--- config.mk ---
export PLATFORM = sky130hd
export DESIGN_NAME = sensor_bus_master
export DESIGN_NICKNAME = d
export VERILOG_FILES = /design/src/verilog/sensor_bus_pkg.sv /design/src/verilog/sensor_slot_if.sv /design/src/verilog/crc8_acc.sv /design/src/verilog/slot_engine.sv /design/src/verilog/sensor_bus_master.sv
export VERILOG_INCLUDE_DIRS = /design/src /design/src/verilog
export SDC_FILE = /design/constraint.sdc
export NUM_CORES = 1
export LEC_CHECK = 0
export BUFFER_PORTS_ARGS = -buffer_cell sky130_fd_sc_hd__buf_4
export CORE_AREA = 2 2 113 115
export CTS_CLUSTER_DIAMETER = 80
export DETAILED_ROUTE_END_ITERATION = 6
export DIE_AREA = 0 0 115 117
export PLACE_DENSITY_LB_ADDON = 0.25
export SLEW_MARGIN = 25
export SYNTH_ARGS = -nofsm -noshare
export SYNTH_HDL_FRONTEND = slang
export SYNTH_SLANG_ARGS = --single-unit
--- constraint.sdc ---
create_clock -name pclk -period 3.6 [get_ports pclk]
set_input_delay 0.72 -clock pclk [delete_from_list [all_inputs] [get_ports pclk]]
set_output_delay 0.72 -clock pclk [all_outputs]
set_load 0.02 [all_outputs]
--- src/verilog/sensor_bus_defs.svh ---
// Purpose: Constants of the single-wire sensor bus master.
// Assumes: Times are in microseconds unless named otherwise.
// Notes:   Cycle counts are derived inside the modules.
`ifndef SENSOR_BUS_DEFS_SVH
`define SENSOR_BUS_DEFS_SVH

// Clock rate in MHz, which is also cycles per microsecond.
`define CLK_MHZ       250
`define US_PER_MS     1000

// Line timing in microseconds.
`define RST_LOW_US    480
`define RST_REC_US    480
`define PRES_SAMP_US  70
`define SLOT_US       70
`define SLOT_MIN_US   60
`define REC_US        2
`define REC_MIN_US    1
`define W0_LOW_US     65
`define W0_MIN_US     60
`define W1_LOW_US     6
`define W1_MAX_US     15
`define RD_LOW_US     2
`define RD_SAMP_US    12

// Strong pullup hold in milliseconds.
`define SPU_MIN_MS    16'h000A
`define SPU_MS_RST    16'h02EE

// Register byte offsets.
`define A_CTRL        12'h000
`define A_STATUS      12'h004
`define A_SPU_MS      12'h008
`define A_CRC         12'h00C

// Control fields and operation codes.
`define CTRL_SPU_BIT  3
`define OPC_RESET     3'h1
`define OPC_WRBYTE    3'h2
`define OPC_RDBYTE    3'h3
`define OPC_RDBIT     3'h4
`define OPC_WRBIT     3'h5

// Status fields.
`define ST_REFUSED    5

// Write-scratchpad guard: command byte and its legal byte positions.
`define CMD_WRITE_SP  8'h4E
`define WSP_POS_SKIP  4'h1
`define WSP_POS_MATCH 4'h9

`endif

--- src/verilog/sensor_bus_pkg.sv ---
// Purpose: Types shared by the sensor bus master modules.
// Assumes: Nothing beyond the defs header.
// Notes:   State enums carry no codes.
package sensor_bus_pkg;
  typedef enum logic [1:0] {SLOT_RST, SLOT_WR, SLOT_RD, SLOT_SPU} slot_op_e;
  typedef enum logic [1:0] {ENG_IDLE, ENG_LOW, ENG_REL} eng_state_e;
  typedef enum logic [1:0] {CTL_IDLE, CTL_ISSUE, CTL_WAIT} ctl_state_e;
endpackage

--- src/verilog/sensor_slot_if.sv ---
// Purpose: Slot request and answer path between controller and engine.
// Assumes: One clock, driven from the controller's domain.
// Notes:   start is a one-cycle pulse taken only while the engine idles.
`timescale 1ns/10ps
interface sensor_slot_if;
  import sensor_bus_pkg::*;
  logic        start;
  slot_op_e    op;
  logic        wbit;
  logic [15:0] spu_ms;
  logic        done;
  logic        rbit;
  logic        presence;
  logic        dq_oe;
  logic        spu_oe;
  modport ctrl (output start, op, wbit, spu_ms,
                input  done, rbit, presence, dq_oe, spu_oe);
  modport eng  (input  start, op, wbit, spu_ms,
                output done, rbit, presence, dq_oe, spu_oe);
endinterface

--- src/verilog/crc8_acc.sv ---
// Purpose: Serial check-byte accumulator, least significant bit first.
// Assumes: en pulses once per received bit.
// Notes:   Over data plus check byte a good frame leaves zero.
`timescale 1ns/10ps
module crc8_acc (
  // Clock and reset.
  input  wire logic       pclk,
  input  wire logic       presetn,
  // Bit stream.
  input  wire logic       clr,
  input  wire logic       en,
  input  wire logic       din,
  output logic [7:0]      crc
);
  logic [7:0] crc_r;
  logic [7:0] crc_nxt;
  logic       fb;

  // Shift in one bit of x^8+x^5+x^4+1, reflected form.
  always_comb begin
    fb      = crc_r[0] ^ din;
    crc_nxt = crc_r;
    if (clr) begin
      crc_nxt = 8'h00;
    end else if (en) begin
      crc_nxt = {1'b0, crc_r[7:1]} ^ (fb ? 8'h8C : 8'h00);
    end
  end

  // Register stage.
  always_ff @(posedge pclk or negedge presetn) begin
    if (!presetn) begin
      crc_r <= 8'h00;
    end else begin
      crc_r <= crc_nxt;
    end
  end

  assign crc = crc_r;
endmodule

--- src/verilog/slot_engine.sv ---
// Purpose: Times reset, write, read and strong-pullup slots on the line.
// Assumes: dq_i is the raw open-drain line level.
// Notes:   All times are counted from the slot's own start.
`timescale 1ns/10ps
`include "sensor_bus_defs.svh"
module slot_engine
  import sensor_bus_pkg::*;
#(
  parameter int unsigned CYC_US      = `CLK_MHZ,
  parameter int unsigned RST_LOW_CYC = `RST_LOW_US * CYC_US,
  parameter int unsigned RST_REC_CYC = `RST_REC_US * CYC_US,
  parameter int unsigned PRES_CYC    = `PRES_SAMP_US * CYC_US,
  parameter int unsigned SLOT_CYC    = `SLOT_US * CYC_US,
  parameter int unsigned W0_LOW_CYC  = `W0_LOW_US * CYC_US,
  parameter int unsigned MS_CYC      = `US_PER_MS * CYC_US
)(
  // Clock and reset.
  input  wire logic  pclk,
  input  wire logic  presetn,
  // Line sense.
  input  wire logic  dq_i,
  // Slot port.
  sensor_slot_if.eng s
);
  localparam int unsigned END_CYC = SLOT_CYC + `REC_US * CYC_US;
  localparam int SLOT_MIN_C = (`SLOT_MIN_US + `REC_MIN_US) * CYC_US;
  localparam int W0_MIN_C   = `W0_MIN_US * CYC_US;
  localparam int W1_MAX_C   = `W1_MAX_US * CYC_US;
  localparam int SPU_MIN_C  = `SPU_MIN_MS * MS_CYC;

  eng_state_e  st_r, st_nxt;
  slot_op_e    op_r, op_nxt;
  logic        bit_r, bit_nxt, dq_oe_r, dq_oe_nxt, spu_oe_r, spu_oe_nxt;
  logic        done_r, done_nxt, rbit_r, rbit_nxt, pres_r, pres_nxt;
  logic        dq_s1_r, dq_s2_r;
  logic [19:0] cnt_r, cnt_nxt, low_len, samp_at, end_at;
  logic [15:0] ms_r, ms_nxt;
  logic [19:0] low_run_r, slot_run_r;
  logic [31:0] spu_run_r;

  // Slot shape per operation.
  always_comb begin
    low_len = 20'(`RD_LOW_US * CYC_US);
    samp_at = 20'(`RD_SAMP_US * CYC_US);
    end_at  = 20'(END_CYC);
    unique case (op_r)
      SLOT_RST: begin
        low_len = 20'(RST_LOW_CYC);
        samp_at = 20'(RST_LOW_CYC + PRES_CYC);
        end_at  = 20'(RST_LOW_CYC + RST_REC_CYC);
      end
      SLOT_WR: begin
        low_len = bit_r ? 20'(`W1_LOW_US * CYC_US) : 20'(W0_LOW_CYC);
        samp_at = 20'(END_CYC);
      end
      SLOT_RD: begin
      end
      SLOT_SPU: begin
      end
    endcase
  end

  // Slot sequencer.
  always_comb begin
    st_nxt = st_r;
    op_nxt = op_r;
    bit_nxt = bit_r;
    cnt_nxt = cnt_r;
    ms_nxt = ms_r;
    dq_oe_nxt = dq_oe_r;
    spu_oe_nxt = spu_oe_r;
    done_nxt = 1'b0;
    rbit_nxt = rbit_r;
    pres_nxt = pres_r;
    unique case (st_r)
      ENG_IDLE: begin
        if (s.start) begin
          op_nxt  = s.op;
          bit_nxt = s.wbit;
          cnt_nxt = 20'h00000;
          if (s.op == SLOT_SPU) begin
            spu_oe_nxt = 1'b1;
            ms_nxt = (s.spu_ms < `SPU_MIN_MS) ? `SPU_MIN_MS : s.spu_ms;
            st_nxt = ENG_REL;
          end else begin
            dq_oe_nxt = 1'b1;
            st_nxt = ENG_LOW;
          end
        end
      end
      ENG_LOW: begin
        cnt_nxt = cnt_r + 20'h00001;
        if (cnt_r == low_len - 20'h00001) begin
          dq_oe_nxt = 1'b0;
          st_nxt = ENG_REL;
        end
      end
      ENG_REL: begin
        cnt_nxt = cnt_r + 20'h00001;
        if (op_r == SLOT_SPU) begin
          if (cnt_r == 20'(MS_CYC - 1)) begin
            cnt_nxt = 20'h00000;
            ms_nxt = ms_r - 16'h0001;
            if (ms_r == 16'h0001) begin
              spu_oe_nxt = 1'b0;
              done_nxt = 1'b1;
              st_nxt = ENG_IDLE;
            end
          end
        end else begin
          if (cnt_r == samp_at) begin
            if (op_r == SLOT_RST) begin
              pres_nxt = !dq_s2_r;
            end else begin
              rbit_nxt = dq_s2_r;
            end
          end
          if (cnt_r == end_at - 20'h00001) begin
            done_nxt = 1'b1;
            st_nxt = ENG_IDLE;
          end
        end
      end
    endcase
  end

  // Registers, line synchroniser and assertion helpers.
  always_ff @(posedge pclk or negedge presetn) begin
    if (!presetn) begin
      st_r <= ENG_IDLE;
      op_r <= SLOT_RST;
      bit_r <= 1'b0;
      cnt_r <= 20'h00000;
      ms_r <= 16'h0000;
      dq_oe_r <= 1'b0;
      spu_oe_r <= 1'b0;
      done_r <= 1'b0;
      rbit_r <= 1'b0;
      pres_r <= 1'b0;
      dq_s1_r <= 1'b1;
      dq_s2_r <= 1'b1;
      low_run_r <= 20'h00000;
      slot_run_r <= 20'h00000;
      spu_run_r <= 32'h00000000;
    end else begin
      st_r <= st_nxt;
      op_r <= op_nxt;
      bit_r <= bit_nxt;
      cnt_r <= cnt_nxt;
      ms_r <= ms_nxt;
      dq_oe_r <= dq_oe_nxt;
      spu_oe_r <= spu_oe_nxt;
      done_r <= done_nxt;
      rbit_r <= rbit_nxt;
      pres_r <= pres_nxt;
      dq_s1_r <= dq_i;
      dq_s2_r <= dq_s1_r;
      low_run_r <= dq_oe_r ? low_run_r + 20'h00001 : 20'h00000;
      slot_run_r <= (st_r != ENG_IDLE) ? slot_run_r + 20'h00001 :
                    (s.start ? 20'h00000 : slot_run_r);
      spu_run_r <= spu_oe_r ? spu_run_r + 32'h00000001 : 32'h00000000;
    end
  end

  assign s.done = done_r;
  assign s.rbit = rbit_r;
  assign s.presence = pres_r;
  assign s.dq_oe = dq_oe_r;
  assign s.spu_oe = spu_oe_r;
endmodule

--- src/verilog/sensor_bus_master.sv ---
// Purpose: Software-driven master for a single-wire temperature sensor.
// Assumes: APB slave, one wait state on every transfer; dq_i is the line level.
// Notes:   Line is open drain: dq_o is low, dq_oe high pulls the line.
`timescale 1ns/10ps
`include "sensor_bus_defs.svh"
// Contract
// - Strong pullup within 10 us after conversion command, held.
// - Both alarm bytes must be sent before any reset pulse.
// - A reset may end a scratchpad read at any point.
// - Strong pullup within 10 us of copy, held at least 10 ms.
// - No other line activity while strong pullup is on.
// - Master starts every signal except the presence pulse.
// - Reset pulse holds the line low at least 480 us.
// - Write slots last at least 60 us, 1 us recovery between.
// - Write one: release the line within 15 us of slot start.
// - Write zero: hold the line low the whole slot; here held low 65 us of the 70 us slot.
// - All bytes travel least significant bit first.
module sensor_bus_master
  import sensor_bus_pkg::*;
#(
  parameter int unsigned CYC_US      = `CLK_MHZ,
  parameter int unsigned RST_LOW_CYC = `RST_LOW_US * CYC_US,
  parameter int unsigned RST_REC_CYC = `RST_REC_US * CYC_US,
  parameter int unsigned PRES_CYC    = `PRES_SAMP_US * CYC_US,
  parameter int unsigned SLOT_CYC    = `SLOT_US * CYC_US,
  parameter int unsigned W0_LOW_CYC  = `W0_LOW_US * CYC_US,
  parameter int unsigned MS_CYC      = `US_PER_MS * CYC_US
)(
  // Clock and reset.
  input  wire logic        pclk,
  input  wire logic        presetn,
  // APB slave.
  input  wire logic [11:0] paddr,
  input  wire logic        psel,
  input  wire logic        penable,
  input  wire logic        pwrite,
  input  wire logic [31:0] pwdata,
  output logic [31:0]      prdata,
  output logic             pready,
  output logic             pslverr,
  // Sensor line and strong pullup.
  input  wire logic        dq_i,
  output logic             dq_o,
  output logic             dq_oe,
  output logic             spu_oe
);
  sensor_slot_if s ();

  ctl_state_e  st_r, st_nxt;
  slot_op_e    sop_r, sop_nxt;
  logic [2:0]  mode_r, mode_nxt, idx_r, idx_nxt, opc;
  logic [7:0]  data_r, data_nxt, rx_r, rx_nxt, crc;
  logic [15:0] spu_ms_r, spu_ms_nxt;
  logic [3:0]  pos_r, pos_nxt;
  logic [1:0]  owe_r, owe_nxt;
  logic        spu_pend_r, spu_pend_nxt, refused_r, refused_nxt;
  logic        pready_r, pready_nxt, pslverr_r, pslverr_nxt;
  logic [31:0] prdata_r, prdata_nxt, rd_val;
  logic        dq_o_r;
  logic        map_ok, wr_ev, cmd_wr, op_ok, accept, crc_clr, crc_en;
  logic        byte_mode, wbyte_end;
  logic [7:0]  sent_r;

  ////////////////////////////////////////////////////////////////////////
  // Sub-blocks.

  slot_engine #(
    .CYC_US      (CYC_US),
    .RST_LOW_CYC (RST_LOW_CYC),
    .RST_REC_CYC (RST_REC_CYC),
    .PRES_CYC    (PRES_CYC),
    .SLOT_CYC    (SLOT_CYC),
    .W0_LOW_CYC  (W0_LOW_CYC),
    .MS_CYC      (MS_CYC)
  ) u_eng (
    .pclk    (pclk),
    .presetn (presetn),
    .dq_i    (dq_i),
    .s       (s)
  );

  crc8_acc u_crc (
    .pclk    (pclk),
    .presetn (presetn),
    .clr     (crc_clr),
    .en      (crc_en),
    .din     (s.rbit),
    .crc     (crc)
  );

  ////////////////////////////////////////////////////////////////////////
  // Register read mux and decode.

  // Read value of each register; unmapped offsets answer with an error.
  always_comb begin
    map_ok = 1'b1;
    rd_val = 32'h00000000;
    unique case (paddr)
      `A_CTRL:   rd_val = {16'h0000, data_r, 4'h0, spu_pend_r, mode_r};
      `A_STATUS: rd_val = {16'h0000, rx_r, 2'h0, refused_r, s.rbit,
                           s.spu_oe, (crc == 8'h00), s.presence,
                           (st_r != CTL_IDLE)};
      `A_SPU_MS: rd_val = {16'h0000, spu_ms_r};
      `A_CRC:    rd_val = {24'h000000, crc};
      default:   map_ok = 1'b0;
    endcase
  end

  // Command decode. A write takes effect only on the ready edge.
  always_comb begin
    wr_ev  = psel && penable && pready_r && pwrite && !pslverr_r;
    cmd_wr = wr_ev && (paddr == `A_CTRL);
    opc    = pwdata[2:0];
    op_ok  = (opc >= `OPC_RESET) && (opc <= `OPC_WRBIT);
    // Reset refused while alarm bytes owed.
    // Refused while any slot or pullup runs.
    accept = cmd_wr && op_ok && (st_r == CTL_IDLE) &&
             !(opc == `OPC_RESET && owe_r != 2'h0);
    crc_clr = (accept && opc == `OPC_RESET) ||
              (wr_ev && paddr == `A_CRC);
    byte_mode = (mode_r == `OPC_WRBYTE) || (mode_r == `OPC_RDBYTE);
    crc_en = (st_r == CTL_WAIT) && s.done && sop_r == SLOT_RD &&
             mode_r == `OPC_RDBYTE;
    wbyte_end = (st_r == CTL_WAIT) && s.done && sop_r == SLOT_WR &&
                mode_r == `OPC_WRBYTE && idx_r == 3'h7;
  end

  ////////////////////////////////////////////////////////////////////////
  // Controller next state.

  // Byte sequencing, pullup chaining, APB answer and status bits.
  always_comb begin
    st_nxt = st_r;
    sop_nxt = sop_r;
    mode_nxt = mode_r;
    idx_nxt = idx_r;
    data_nxt = data_r;
    rx_nxt = rx_r;
    spu_ms_nxt = spu_ms_r;
    pos_nxt = pos_r;
    owe_nxt = owe_r;
    spu_pend_nxt = spu_pend_r;
    refused_nxt = refused_r;
    pready_nxt = psel && penable && !pready_r;
    prdata_nxt = prdata_r;
    pslverr_nxt = 1'b0;
    if (pready_nxt) begin
      prdata_nxt = map_ok ? rd_val : 32'h00000000;
      pslverr_nxt = !map_ok;
    end
    // Refused flag: a new refusal wins over a clear in the same cycle.
    refused_nxt = (cmd_wr && !accept) ||
                  (refused_r && !(wr_ev && paddr == `A_STATUS &&
                                  pwdata[`ST_REFUSED]));
    if (wr_ev && paddr == `A_SPU_MS) begin
      spu_ms_nxt = pwdata[15:0];
    end
    unique case (st_r)
      CTL_IDLE: begin
        if (accept) begin
          mode_nxt = opc;
          data_nxt = pwdata[15:8];
          idx_nxt = 3'h0;
          spu_pend_nxt = pwdata[`CTRL_SPU_BIT] && opc == `OPC_WRBYTE;
          st_nxt = CTL_ISSUE;
          if (opc == `OPC_RESET) begin
            sop_nxt = SLOT_RST;
            pos_nxt = 4'h0;
          end else if (opc == `OPC_WRBYTE || opc == `OPC_WRBIT) begin
            sop_nxt = SLOT_WR;
          end else begin
            sop_nxt = SLOT_RD;
          end
        end
      end
      CTL_ISSUE: begin
        st_nxt = CTL_WAIT;
      end
      CTL_WAIT: begin
        if (s.done) begin
          if (sop_r == SLOT_RD) begin
            // Received bits shift in from the top.
            rx_nxt = {s.rbit, rx_r[7:1]};
          end
          if (byte_mode && idx_r != 3'h7 && sop_r != SLOT_SPU) begin
            idx_nxt = idx_r + 3'h1;
            st_nxt = CTL_ISSUE;
          end else if (spu_pend_r && sop_r == SLOT_WR) begin
            // Pullup straight after the command byte.
            spu_pend_nxt = 1'b0;
            sop_nxt = SLOT_SPU;
            st_nxt = CTL_ISSUE;
          end else begin
            st_nxt = CTL_IDLE;
          end
        end
      end
    endcase
    // Count alarm bytes owed after a scratchpad write.
    if (wbyte_end) begin
      pos_nxt = (pos_r == 4'hF) ? pos_r : pos_r + 4'h1;
      if (owe_r != 2'h0) begin
        owe_nxt = owe_r - 2'h1;
      end else if (data_r == `CMD_WRITE_SP &&
                   (pos_r == `WSP_POS_SKIP ||
                    pos_r == `WSP_POS_MATCH)) begin
        owe_nxt = 2'h2;
      end
    end
  end

  // Controller registers.
  always_ff @(posedge pclk or negedge presetn) begin
    if (!presetn) begin
      st_r <= CTL_IDLE;
      sop_r <= SLOT_RST;
      mode_r <= 3'h0;
      idx_r <= 3'h0;
      data_r <= 8'h00;
      rx_r <= 8'h00;
      spu_ms_r <= `SPU_MS_RST;
      pos_r <= 4'h0;
      owe_r <= 2'h0;
      spu_pend_r <= 1'b0;
      refused_r <= 1'b0;
      pready_r <= 1'b0;
      pslverr_r <= 1'b0;
      prdata_r <= 32'h00000000;
      dq_o_r <= 1'b0;
    end else begin
      st_r <= st_nxt;
      sop_r <= sop_nxt;
      mode_r <= mode_nxt;
      idx_r <= idx_nxt;
      data_r <= data_nxt;
      rx_r <= rx_nxt;
      spu_ms_r <= spu_ms_nxt;
      pos_r <= pos_nxt;
      owe_r <= owe_nxt;
      spu_pend_r <= spu_pend_nxt;
      refused_r <= refused_nxt;
      pready_r <= pready_nxt;
      pslverr_r <= pslverr_nxt;
      prdata_r <= prdata_nxt;
      dq_o_r <= 1'b0;
    end
  end

  ////////////////////////////////////////////////////////////////////////
  // Slot requests and outputs.

  // Bits go out least significant first.
  assign s.start  = (st_r == CTL_ISSUE);
  assign s.op     = sop_r;
  assign s.wbit   = data_r[idx_r];
  assign s.spu_ms = spu_ms_r;

  // Every output comes from a flip-flop here or in the engine.
  assign prdata  = prdata_r;
  assign pready  = pready_r;
  assign pslverr = pslverr_r;
  assign dq_o    = dq_o_r;
  assign dq_oe   = s.dq_oe;
  assign spu_oe  = s.spu_oe;

  ////////////////////////////////////////////////////////////////////////
  // Checks on byte order, pullup timing and the write guard.

  // Bits actually handed to the engine, for comparison with the byte.
  always_ff @(posedge pclk or negedge presetn) begin
    if (!presetn) begin
      sent_r <= 8'h00;
    end else if (s.start && sop_r == SLOT_WR) begin
      sent_r <= {s.wbit, sent_r[7:1]};
    end
  end
endmodule

### Word level (Yosys, flattened, before mapping)

Index checks and enable logic that the tools add are counted.

| word-level totals | value |
|---|---|
| register bits | 140 |
| bits in latches | 0 |
| bits in writable memories | 0 |
| memory bits (read-only) | 0 |
| bits of input ports | 50 |
| output and inout port bits | 37 |
| word-level logic and storage cells | 232 |
| memories kept | 0 |

| operators by class | value |
|---|---|
| $add $sub $neg | 7 |
| $mul | 0 |
| divide/modulo/power cells | 0 |
| order comparisons | 4 |
| equal/unequal tests | 45 |
| shift operators | 0 |
| mux-type cells | 74 |
| bitwise logic cells | 4 |
| reduce and logical (&&, ||, !) cells | 71 |

Operator list:

| cell | number |
|---|---|
| 16-bit 2-to-1 mux | 5 |
| 16-bit one-hot mux with 4 select lines | 1 |
| 20-bit 2-to-1 mux | 3 |
| 20-bit one-hot mux with 3 select lines | 1 |
| 20-bit equality test | 2 |
| 20-bit one-hot mux with 2 select lines | 1 |
| 18-bit one-hot mux with 2 select lines | 1 |
| 2-bit 2-to-1 mux | 17 |
| 32-bit 2-to-1 mux | 1 |
| 16-bit one-hot mux with 2 select lines | 1 |
| 1-bit logical AND | 29 |
| 12-bit by 4-bit equality test with 1-bit output (second input constant) | 2 |
| 8-bit 2-to-1 mux | 3 |
| 1-bit 2-to-1 mux | 22 |
| 20-bit by 1-bit adder with 20-bit output (second input constant) | 1 |
| 20-bit by 18-bit equality test with 1-bit output | 1 |
| 20-bit by 18-bit equality test with 1-bit output (second input constant) | 1 |
| 4-bit 2-to-1 mux | 5 |
| 4-bit AND reduction | 5 |
| 2-bit nonzero test | 10 |
| 20-bit by 1-bit subtractor with 20-bit output (second input constant) | 1 |
| 18-bit by 1-bit subtractor with 19-bit output (second input constant) | 1 |
| 18-bit 2-to-1 mux | 1 |
| 16-bit by 1-bit equality test with 1-bit output (second input constant) | 1 |
| 41 further kinds | 89 |

### Longest topological paths before layout

Gate-level depths: netlist (run 1).

| logic depth | value |
|---|---|
| depth after elaboration | 11 |
| depth in mapped cells | 11 |
| depth with buffers taken out | 9 |

### Modules after synthesis

Synthesis (run 1) repeated with hierarchy kept, for this count alone.

| unflattened totals | value |
|---|---|
| cell total of the unflattened synthesis | 765 |
| area, all modules | 7,440.9 µm² |

By module, submodules not included:

| module | times used | cells each | area an instance (µm²) |
|---|---|---|---|
| sensor_bus_master | 1 | 322 | 3,616.0 |
| slot_engine | 1 | 411 | 3,452.1 |
| crc8_acc | 1 | 32 | 372.9 |

### Worst setup path after synthesis (run 1)

OpenSTA, ideal clock, no wires.

| path | value |
|---|---|
| path kind | in2reg |
| start point | input port paddr[7] |
| end point | register spu_ms_r[10] (netlist: s.spu_ms[10]) |
| setup time | 125 ps |
| arrival time | 2,617 ps |
| slack | 858 ps |
| stages | 6 |
| path buffers | 1 |
| cell sequence | nor4_1 > nand3_1 > or2_2 > nor3_2 > buf_2 > mux2_2 |

| between the ends | value |
|---|---|
| word-level cells in the longest chain between the ends | 2 |

Ends and longest elaborated chain:

| element | line | RTL |
|---|---|---|
| from (decl) | sensor_bus_master.sv:33 | `input wire logic [11:0] paddr,` |
| 12-bit by 4-bit equality test with 1-bit output | - |  |
| 1-bit logical AND (no source line) | - |  |
| to (signal assigned) | sensor_bus_master.sv:221 | `` spu_ms_r <= `SPU_MS_RST; `` |
| to (signal assigned) | sensor_bus_master.sv:237 | `spu_ms_r <= spu_ms_nxt;` |
| to (decl) | sensor_bus_master.sv:53 | `logic [15:0] spu_ms_r, spu_ms_nxt;` |

No other way between the ends.
A chain may end at the register's enable or synchronous reset.

### Final worst setup path (run 1)

| path | value |
|---|---|
| start point | register u_eng.op_r[1] |
| end point | register u_eng.st_r[0] |

| between the ends | value |
|---|---|
| word-level cells in the longest chain between the ends | 6 |
| elaborated cells between the ends (all ways) | 16 |
| those cells by class | 2 x add/sub; 8 x eq/ne; 4 x mux; 2 x reduce/logical |

Ends and longest elaborated chain:

| element | line | RTL |
|---|---|---|
| from (decl) | slot_engine.sv:32 | `slot_op_e op_r, op_nxt;` |
| from (signal assigned) | slot_engine.sv:147 | `op_r <= op_nxt;` |
| 2-bit by 1-bit equality test with 1-bit output or 2-bit zero test (tied branches) | slot_engine.sv:46 | `unique case (op_r)` |
| 20-bit one-hot mux with 2 select lines or 18-bit 2-to-1 mux (tied branches) | slot_engine.sv:46 |  |
| 20-bit by 1-bit subtractor with 20-bit output or 18-bit by 1-bit subtractor with 19-bit output (tied branches) | slot_engine.sv:93, slot_engine.sv:118 |  |
| 20-bit equality test, on equally long branches | slot_engine.sv:93, slot_engine.sv:118 |  |
| 2-bit by 1-bit != test with 1-bit output (no source line) or 3-bit by 1-bit != test with 1-bit output (tied branches) | - |  |
| 5-bit AND reduction (no source line) | - |  |
| to (signal assigned) | slot_engine.sv:146 | `st_r <= st_nxt;` |
| to (decl) | slot_engine.sv:31 | `eng_state_e st_r, st_nxt;` |

Parallel ways exist; a longest one is shown, timed or not.

==> results_dict.tcl, run 1 <==
set metrics [dict create \
    synth_area_um2 7033 \
    coreArea_um2 12310 \
    hold_buffers 0 \
    r2r_end "u_eng.st_r[0]" \
    cts_setup_buffers 0 \
    syn_inst 730 \
    first_global_vias 5403 \
    synthSimpleGateAreaFrac_pct 18.86 \
    final_antenna_net_count 0 \
    antenna_found_initial 0 \
    yosysWarnings 0 \
    ioPinCount 87 \
    gp_congestion 0.9297 \
    num_rows 41 \
    end_kind "register" \
    crit_end "u_eng.st_r[0]" \
    ys_seq_area_share_pct 44.28 \
    num_vias 5697 \
    vdd_drop_max_mv 0.3819 \
    insertedDiodeCount 0 \
    ff2ff_setup_slack_ns 0.64 \
    dpl.hpwl_um 12270 \
    slew_viol_final 0 \
    r2r-start "u_eng.op_r[1]" \
    initial_core_util_pct 57.12 \
    worstSkewPairLatency_ns 0.42 \
    yosys.cell_types.count 66 \
    dr.pass1.iters 5 \
    cts_buffer_depth 2 \
    dieArea_um2 13460 \
    finalSetupTns_ns 0 \
    clkTransAtPathRegs_ns 0.06 \
    max_freq_mhz 338.4 \
    post_cts_resized 0 \
    dp_cells 902 \
    cts_max_level 4 \
    clock-sinks 124 \
    synth_fa_ha_area_share_pct 3.024 \
    wl_per_cell_um 17.99 \
    fin_nets 838 \
    synthXorXnorAreaFrac_pct 2.864 \
    cp.arrival_ns 3.25 \
    startpoint_type "register" \
    grt-ovfl-total 0 \
    path_class "register to register" \
    layout-drive-gt1-share_pct 20.54 \
    synthMuxAreaShare_pct 11.33 \
    chipWidth_um 115 \
    fin_skew_ns 0.009649 \
    areaGrowthSynthToFinish_pct 14.16 \
    setup_viol 0 \
    die_y_um 117 \
    final.min_clock_period_ns 2.955 \
    finalHoldViolations 0 \
    drc_errors 0 \
    grt_max_degree 67 \
    power.leakage_uw 0.003487 \
    grt_pass1_wl_um 27310 \
    layout.cells.non_filler 934 \
    rsz0062_at_grt "false" \
    synth_edf_count 0 \
    rr_worst_depth 9 \
    grt_usage_pct 26.36 \
    portBuffers 53 \
    crit_start "u_eng.op_r[1]" \
    fillers 1016 \
    cts_root_buf "clkbuf_16" \
    drtIter0Drc 340 \
    wl_um 16810 \
    cts_buffers 17 \
    p_per_area_nw_per_um2 517.5 \
    worst_slew_pin_slew_ns 0.8144 \
    synth_compound_area_share_pct 14.13 \
    worst_hold_path_type "register to register" \
    vias_per_cell 6.100 \
    required_ns 3.90 \
    drv_cap 0 \
    min_period_over_period_pct 82.09 \
    tritoncts "yes" \
    synth.avg_cell_area_um2 9.634 \
    async_flop_share_pct 100.0 \
    holdWs_ns 0.3574 \
    cp_max_fo 14 \
    timing.slew.headroom_pct 45.71 \
    ys.flop_type "dfrtp_1" \
    synth_top_family_by_area "simple AND/OR/NAND/NOR gates" \
    ys_seq_elements 124 \
    outcome "finished clean" \
]
-- kinds of logic (layout without fill, tap and decap cells) --
| family | count (synthesis) | in the layout |
|---|---|---|
| and+or+nand+nor | 264 | 264 |
| buffers and inverters | 79 | 117 |
| xor gates and xnor gates | 23 | 23 |
| other | 1 | 17 |
| muxes | 68 | 68 |
| adders and majority gates | 17 | 17 |
| AOI/OAI and AO/OA | 154 | 154 |
| DFF | 124 | 124 |
-- sequential cells by signal, summed over array words and instances (netlist names), 3 cells and up --
register	count
data_r	8
idx_r	3
mode_r	3
pos_r	4
prdata	16
rx_r	8
s.spu_ms	16
u_crc.crc	8
u_eng.cnt_r	20
u_eng.ms_r	16
-- layout by cell type, fill, tap and decap left out, drive strengths merged, types with 9 or more instances in the layout --
cell type	netlist	layout
nor2	69	69
buf	32	62
inv	23	23
o31ai	12	12
a21oi	43	43
ha	17	17
xnor2	15	15
nand4	11	11
or3	11	11
conb	1	17
clkbuf	24	21
o21ai	43	43
mux2	43	43
dfrtp	115	115
dfstp	9	9
nor3	19	19
nand2	64	64
nor4	9	9
nand3	24	24
mux2i	20	20
nand2b	10	10
-- synthesized netlist by cell type, types with 18 or more instances --
cell type	n	area, um^2
nor2_1	69	259.0
mux2_2	43	484.2
a21oi_1	42	210.2
o21ai_0	38	190.2
inv_1	23	86.33
nand2_1	64	240.2
buf_4	19	142.6
nand3_1	24	120.1
clkbuf_1	24	90.09
mux2i_1	20	200.2
nor3_1	18	90.09
dfrtp_1	115	2878
-- final cells by class --
type                       instances  area (um^2)  share of cell area (%)
timing repair buffer              62        465.4                   5.797
clock buffer                      21        460.4                   5.735
multi-input combinational        543         3595                   44.77
sequential                       124         3114                   38.79
tap                              150        187.7                   2.338
clock inverter                    11        120.1                   1.496
inverter                          23        86.33                   1.075
-- how the worst min path moves through the flow --
stage	start	cells after the start	slack (ns)	end
after floorplan	u_eng.dq_s1_r	0	0.35	u_eng.dq_s2_r
after global placement	u_eng.dq_s1_r	0	0.35	u_eng.dq_s2_r
after detailed placement	u_eng.dq_s1_r	0	0.35	u_eng.dq_s2_r
after CTS	u_eng.dq_s1_r	0	0.36	u_eng.dq_s2_r
after global routing	u_eng.dq_s1_r	0	0.36	u_eng.dq_s2_r
final	u_eng.dq_s1_r	0	0.36	u_eng.dq_s2_r
-- critical path: stages (launching register included) --
cell and delay, ns:
dfrtp_1 0.40, inv_1 0.11, ha_1 0.46, or3b_2 0.48, a21oi_1 0.16, o21ai_0 0.10
a22oi_1 0.24, nand4_1 0.22, a21boi_1 0.30, mux2_2 0.37
-- report_power, final --
| group | switching (uW) | total (uW) | internal [uW] | leakage [uW] |
|---|---|---|---|---|
| logic | 538 | 850 | 312 | 0.00163 |
| registers | 118 | 1630 | 1520 | 0.00158 |
| clock network | 621 | 1670 | 1050 | 0.000279 |
-- stage by stage --
step / utilization (%) / cell area, um^2 / setup WS (ns) / total power [uW]
floorplan: - / 7093 / 0.8579 / 2297
global placement: 60.50 / 7448 / 0.5018 / 2450
detailed placement: 60.50 / 7448 / 0.3066 / 2503
CTS: 65.21 / 8029 / 0.6710 / 4169
global route: 65.21 / 8029 / 0.4619 / 4361
finish: 65.21 / 8029 / 0.6449 / 4155
-- routing by layer --
metal  GRT usage [%]  share of wire [%]  up-vias
met4           8.594                2.0        0
met2           43.53                 49      185
li1                -                  -     2670
met3           5.407                5.7       31
met5               0                  0        -
met1           35.22                 43     2811
Power figures use the tool's default switching activity.
==> inputs of run 2 (changes only) <==
--- a/config.mk
+++ b/config.mk
@@ -6,11 +6,12 @@
 export SDC_FILE = /design/constraint.sdc
 export NUM_CORES = 1
 export LEC_CHECK = 0
+export ABC_AREA = 1
 export BUFFER_PORTS_ARGS = -buffer_cell sky130_fd_sc_hd__buf_4
-export CORE_AREA = 2 2 113 115
+export CORE_AREA = 2 2 121 123
 export CTS_CLUSTER_DIAMETER = 80
 export DETAILED_ROUTE_END_ITERATION = 6
-export DIE_AREA = 0 0 115 117
+export DIE_AREA = 0 0 123 125
 export PLACE_DENSITY_LB_ADDON = 0.25
 export SLEW_MARGIN = 25
 export SYNTH_ARGS = -nofsm -noshare
==> constraint.sdc (replaced) <==
create_clock -name pclk -period 2.7 [get_ports pclk]
set_input_delay 0.54 -clock pclk [delete_from_list [all_inputs] [get_ports pclk]]
set_output_delay 0.54 -clock pclk [all_outputs]
set_load 0.02 [all_outputs]
==> run 2 against run 1 <==
Effect of this change: register-to-register slack worse by 0.29 ns; critical path type unchanged; highest routed layer unchanged; via count is 23% higher; core utilization is 4.4 points lower; die area is 14% higher; critical endpoint is now u_eng.st_r[1]; global-route usage is 0.84 points higher; cell count is 36% higher; flip-flop and latch count stayed put; total power is 70% higher.
==> results_dict.tcl, run 2 <==
set metrics [dict create \
    startpoint_type "register" \
    synthXorXnorAreaFrac_pct 2.798 \
    setup_viol 0 \
    synth_area_um2 7512 \
    synth_compound_area_share_pct 12.62 \
    wl_met2_um 9387 \
    portBuffers 53 \
    tritoncts "yes" \
    min_period_over_period_pct 86.77 \
    required_ns 3.01 \
    layout-drive-gt1-share_pct 12.72 \
    chipWidth_um 123 \
    coreArea_um2 14200 \
    path_class "register to register" \
    switchingPower_uw 2683 \
    synth_area_leader_cell "dfrtp_1" \
    num_vias 7001 \
    first_global_vias 6578 \
    met1_length_um 8745 \
    rsz0062_at_grt "false" \
    synth.most_common_cell "nand2_1" \
    dpl.hpwl_um 14470 \
    drc_errors 0 \
    grt-ovfl-total 0 \
    swShare_pct 37.99 \
    clkTransAtPathRegs_ns 0.06 \
    ys_seq_area_share_pct 41.46 \
    cts_buffer_depth 2 \
    async_flop_share_pct 100.0 \
    synth.avg_cell_area_um2 7.358 \
    final.min_clock_period_ns 2.343 \
    synth_top_family_by_area "simple AND/OR/NAND/NOR gates" \
    outcome "finished clean" \
    drv_cap 0 \
    dieArea_um2 15380 \
    cp_max_fo 10 \
    timing.slew.headroom_pct 40.66 \
    p_int_uw 4379 \
    finalSetupTns_ns 0 \
    areaGrowthSynthToFinish_pct 15.07 \
    p_comb_share_pct 33.4 \
    synthSimpleGateAreaFrac_pct 28.86 \
    dp_cells 1238 \
    pwr-share-clk_pct 34.1 \
    synth_fa_ha_area_share_pct 2.831 \
    worst_hold_path_type "input pin to asynchronous set/reset pin" \
    worstSkewPairLatency_ns 0.42 \
    vdd_drop_max_mv 0.4697 \
    ioPinCount 87 \
    initial_core_util_pct 52.89 \
    cts_buffers 17 \
    insertedDiodeCount 0 \
    synth_area_leaders "dfrtp_1 38%, nand2_1 14%, o21ai_0 6.4%" \
    cts_setup_buffers 0 \
    syn_inst 1021 \
    largest_register_ffs 20 \
    fin_skew_ns 0.01065 \
    wl_um 20110 \
    yosysWarnings 0 \
    synth_common_cells "274 x nand2_1, 115 x dfrtp_1, 112 x inv_1" \
    fin_nets 1140 \
    ys_seq_elements 124 \
    slew_viol_final 0 \
    crit_start "u_eng.op_r[1]" \
    final_common_cell "nand2_1" \
    ys.flop_type "dfrtp_1" \
    power.leakage_uw 0.004249 \
    hold_buffers 0 \
    yosys.cell_types.count 45 \
    r2r-start "u_eng.op_r[1]" \
    worst_slew_pin_slew_ns 0.8901 \
    synthMuxAreaShare_pct 1.782 \
    end_kind "register" \
    num_rows 44 \
    post_cts_resized 0 \
    p_per_area_nw_per_um2 816.9 \
    gp_congestion 0.9146 \
    antenna_found_initial 0 \
    clock-sinks 124 \
    final_antenna_net_count 0 \
    mostFrequentLayoutCells "274 x nand2_1, 115 x dfrtp_1, 112 x inv_1" \
    wl_per_cell_um 15.84 \
    holdWs_ns 0.1908 \
    grt_max_degree 125 \
    seq_power_share_pct 32.4 \
    cts_max_level 4 \
    largest-register "u_eng.cnt_r" \
    routed.top_layer "met4" \
    grt_pass1_wl_um 32690 \
    wl_met3_um 1323 \
    cp.arrival_ns 2.65 \
    vias_per_cell 5.517 \
    grt_usage_pct 27.20 \
    finalHoldViolations 0 \
    max_freq_mhz 426.8 \
    die_y_um 125 \
    drtIter0Drc 808 \
    cts_root_buf "clkbuf_16" \
    layout.cells.non_filler 1269 \
    dr.pass1.iters 5 \
    synth_edf_count 0 \
    netlist.area_leader.share_pct 38.31 \
]
## run 2: changes by cell type after synthesis, moves of 13 or more
cell,delta
nand2_1,+210
inv_1,+89
o21ai_0,+58
nand3_1,+51
mux2_2,-34
nor2_1,+21
mux2i_1,-19
nand4_1,+13
xor2_1,+13
## run 2: layout make-up
| cell class | count | area, um^2 |
|---|---|---|
| fill | 1304 | 5559 |
| multi-input combinational | 746 | 3737 |
| sequential | 124 | 3114 |
| timing repair buffer | 65 | 500.5 |
| clock buffer | 20 | 446.7 |
| inverter | 119 | 446.7 |
| tap | 184 | 230.2 |
| clock inverter | 11 | 168.9 |
## run 2: power by group through the flow
stage	registers [uW]	logic, uW	clock network [uW]
after floorplan	2270	1740	0
after global placement	2310	2280	0
after detailed placement	2310	2320	0
after CTS	2280	2330	2440
after global routing	2320	2660	2520
final	2290	2360	2410
## run 2: logic make-up after synthesis
group                      after synthesis
AOI/OAI and AO/OA                      174
xor gates and xnor gates                24
adders and majority gates               17
buffers and inverters                  167
DFF                                    124
muxes                                   12
other                                    1
and+or+nand+nor                        502
## run 2: worst paths after layout
| kind | endpoint | slack (ns) | cells past startpoint |
|---|---|---|---|
| setup / recovery | u_eng.st_r[1] | 0.36 | 14 |
| max in group asynchronous | prdata[0] | 1.95 | 2 |
| min in group pclk | u_eng.dq_s1_r | 0.22 | 1 |
| hold / removal | u_eng.cnt_r[6] | 0.19 | 2 |
| hold reg to reg | u_eng.dq_s2_r | 0.35 | 0 |
| setup reg to reg | u_eng.st_r[1] | 0.36 | 14 |
## run 2: routing by layer
layer	vias to the layer above	track usage, %
met5	-	0
met4	0	10.76
met3	50	5.520
met2	293	42.15
met1	3262	37.46
li1	3396	-
## run 2: critical path: stages, from the launching register on
cell and delay (ns):
dfrtp_1 0.37, inv_1 0.12, ha_1 0.37, buf_4 0.24
nand2_1 0.06, nand2_1 0.08, nand2_1 0.05, nor2_1 0.12
nand2_1 0.06, nor2_1 0.24, nor2_1 0.09, nor2_1 0.17
nand3_1 0.12, nand2_1 0.07, nand2_1 0.05
## run 2: metrics by stage
step                      worst slack [ns]  util [%]  total power (uW)  area (um^2)
after floorplan                     0.8810         -              4008         7572
after global placement              0.4763     56.53              4592         8029
after detailed placement            0.4215     56.53              4626         8029
after CTS                           0.4015     60.86              7060         8645
after global routing                0.1803     60.86              7503         8645
final                               0.3572     60.86              7062         8645
==> inputs of run 3 (changes only) <==
--- a/config.mk
+++ b/config.mk
@@ -8,10 +8,10 @@
 export LEC_CHECK = 0
 export ABC_AREA = 1
 export BUFFER_PORTS_ARGS = -buffer_cell sky130_fd_sc_hd__buf_4
-export CORE_AREA = 2 2 121 123
+export CORE_AREA = 2 2 150 152
 export CTS_CLUSTER_DIAMETER = 80
 export DETAILED_ROUTE_END_ITERATION = 6
-export DIE_AREA = 0 0 123 125
+export DIE_AREA = 0 0 152 154
 export PLACE_DENSITY_LB_ADDON = 0.25
 export SLEW_MARGIN = 25
 export SYNTH_ARGS = -nofsm -noshare
==> run 3 against run 2 <==
Effect of this change: via count is 2.4% lower; routed wire length grew 3.2%; cell count increased by 7.9%; largest power group is now combinational logic; highest routed layer unchanged; hold slack better by 0.034 ns; register-to-register slack gained 0.08 ns; combinational power hardly changed; clock skew down 0.0018 ns; die area up 52%; flip-flop and latch count unchanged.
==> results_dict.tcl, run 3 (same netlist as run 2, synthesis figures left out) <==
set metrics [dict create \
    worst_slew_pin_slew_ns 0.8584 \
    hold_depth 1 \
    initial_core_util_pct 34.64 \
    r2r_end "u_eng.st_r[0]" \
    mostFrequentLayoutCells "274 x nand2_1, 115 x dfrtp_1, 112 x inv_1" \
    setup_viol 0 \
    drtIter0Drc 568 \
    timing.slew.headroom_pct 42.77 \
    grt_pass1_wl_um 34000 \
    layout.cells.non_filler 1369 \
    ff2ff_setup_slack_ns 0.44 \
    switchingPower_uw 2712 \
    clkTransAtPathRegs_ns 0.06 \
    max_freq_mhz 442.0 \
    largest-register "u_eng.cnt_r" \
    cpPeakStageDelay_ns 0.42 \
    holdWs_ns 0.2244 \
    cts_max_level 4 \
    final_common_cell "nand2_1" \
    vias_per_cell 4.993 \
    fin_skew_ns 0.008882 \
    vdd_drop_max_mv 0.4968 \
    insertedDiodeCount 0 \
    drc_errors 0 \
    grt_usage_pct 18.23 \
    gp_congestion 0.9165 \
    p_per_area_nw_per_um2 778.3 \
    pwr-share-clk_pct 31.4 \
    die_y_um 154 \
    min_period_over_period_pct 83.79 \
    drv_cap 0 \
    layout-drive-gt1-share_pct 12.95 \
    worst_hold_path_type "input pin to register" \
    rr_worst_depth 14 \
    outcome "finished clean" \
    dr.pass1.iters 5 \
    grt-ovfl-total 0 \
    clock-sinks 124 \
    p_total_uw 6785 \
    final.min_clock_period_ns 2.262 \
    first_global_vias 6431 \
    dieArea_um2 23410 \
    cp_slowest_cell "ha_1" \
    fin_nets 1143 \
    crit_path_frequent_cell "nand2_1" \
    dpl.hpwl_um 15460 \
    cts_setup_buffers 0 \
    path_class "register to register" \
    num_rows 54 \
    startpoint_type "register" \
    final_antenna_net_count 0 \
    wl_per_cell_um 15.16 \
    portBuffers 53 \
    chipWidth_um 152 \
    cts_root_buf "clkbuf_16" \
    hold_path_end "u_eng.dq_s1_r" \
    seq_power_share_pct 33.8 \
    num_vias 6836 \
    required_ns 3.01 \
    end_kind "register" \
    fillers 2278 \
    p_int_uw 4074 \
    coreArea_um2 21690 \
    min_from "dq_i" \
    ioPinCount 87 \
    cts_buffer_depth 2 \
    largest_register_ffs 20 \
    worstSkewPairLatency_ns 0.43 \
    dp_cells 1336 \
    cts_buffers 17 \
    r2r-start "u_eng.op_r[1]" \
    cp_cell_sequence "inv_1 > ha_1 > buf_4 > nand2_1 > nand2_1 > nand2_1 > nor2_1 > nand2_1 > nor2_1 > nor2_1 > nor2_1 > nand3_1 > nand2_1 > nand2_1" \
    hold_buffers 1 \
    power.leakage_uw 0.004229 \
    post_cts_resized 0 \
    areaGrowthSynthToFinish_pct 16.06 \
    antenna_found_initial 0 \
    tritoncts "yes" \
    rsz0062_at_grt "false" \
    cp_max_fo 10 \
    swShare_pct 39.96 \
    slew_viol_final 0 \
    grt_max_degree 76 \
    wl_um 20750 \
    finalSetupTns_ns 0 \
    cp.arrival_ns 2.57 \
    finalHoldViolations 0 \
    p_comb_share_pct 34.9 \
]
## run 3: cell count changes in the layout (fill, tap and decap cells not counted)
cell,previous run,this run
buf_4,64,66
bufinv_16,4,0
clkbuf_8,1,2
dlygate4sd3_1,0,1
inv_6,1,5
## run 3: power groups by stage
stage | clock (uW) | sequential, uW | combinational (uW)
final | 2130 | 2290 | 2370
after global routing | 2260 | 2320 | 2700
after CTS | 2160 | 2290 | 2370
after detailed placement | 0 | 2320 | 2360
after global placement | 0 | 2320 | 2330
after floorplan | 0 | 2270 | 1740
## run 3: critical path, delay by kind of cell, from the launching register on
family | cells | cell delay (ns)
simple gates | 11 | 1.00
fa+ha+maj | 1 | 0.42
buf+inv | 2 | 0.35
flops | 1 | 0.38
## run 3: layout make-up
class	instances	area, um^2	area share (%)
inverters	119	446.7	5.123
multi-input cells	746	3737	42.87
flip-flops and latches	124	3114	35.72
clock inverters	11	83.83	0.9615
repair buffers	68	525.5	6.028
clock buffers	21	460.4	5.281
well taps	280	350.3	4.018
## run 3: how the worst max path moves through the flow
stage / cells past startpoint / startpoint / end
final: 14 / u_eng.op_r[1] / u_eng.st_r[0]
after global routing: 13 / u_eng.op_r[1] / u_eng.st_r[1]
after CTS: 14 / u_eng.op_r[0] / u_eng.st_r[0]
after detailed placement: 5 / psel / prdata[11]
after global placement: 6 / psel / prdata[9]
after floorplan: 14 / u_eng.op_r[0] / u_eng.st_r[1]
## run 3: per-stage QoR
stage          setup slack [ns]  instance area (um^2)  util (%)
3_3_place_gp             0.4401                  8164     37.64
4_1_cts                  0.4481                  8718     40.20
5_1_grt                  0.1467                  8718     40.20
6_report                 0.4377                  8718     40.20
2_1_floorplan            0.8810                  7572         -
3_5_place_dp             0.4198                  8164     37.64
## run 3: metal layers
layer  vias to the layer above  wire (um)  global-route usage, %  share of wire, %
met2                       184       9754                  29.13                47
met5                         -          0                      0                 0
met1                      3216       9742                  25.16                47
met3                        25        969                  3.551               4.7
li1                       3411          -                      -                 -
met4                         0        288                  5.340               1.4
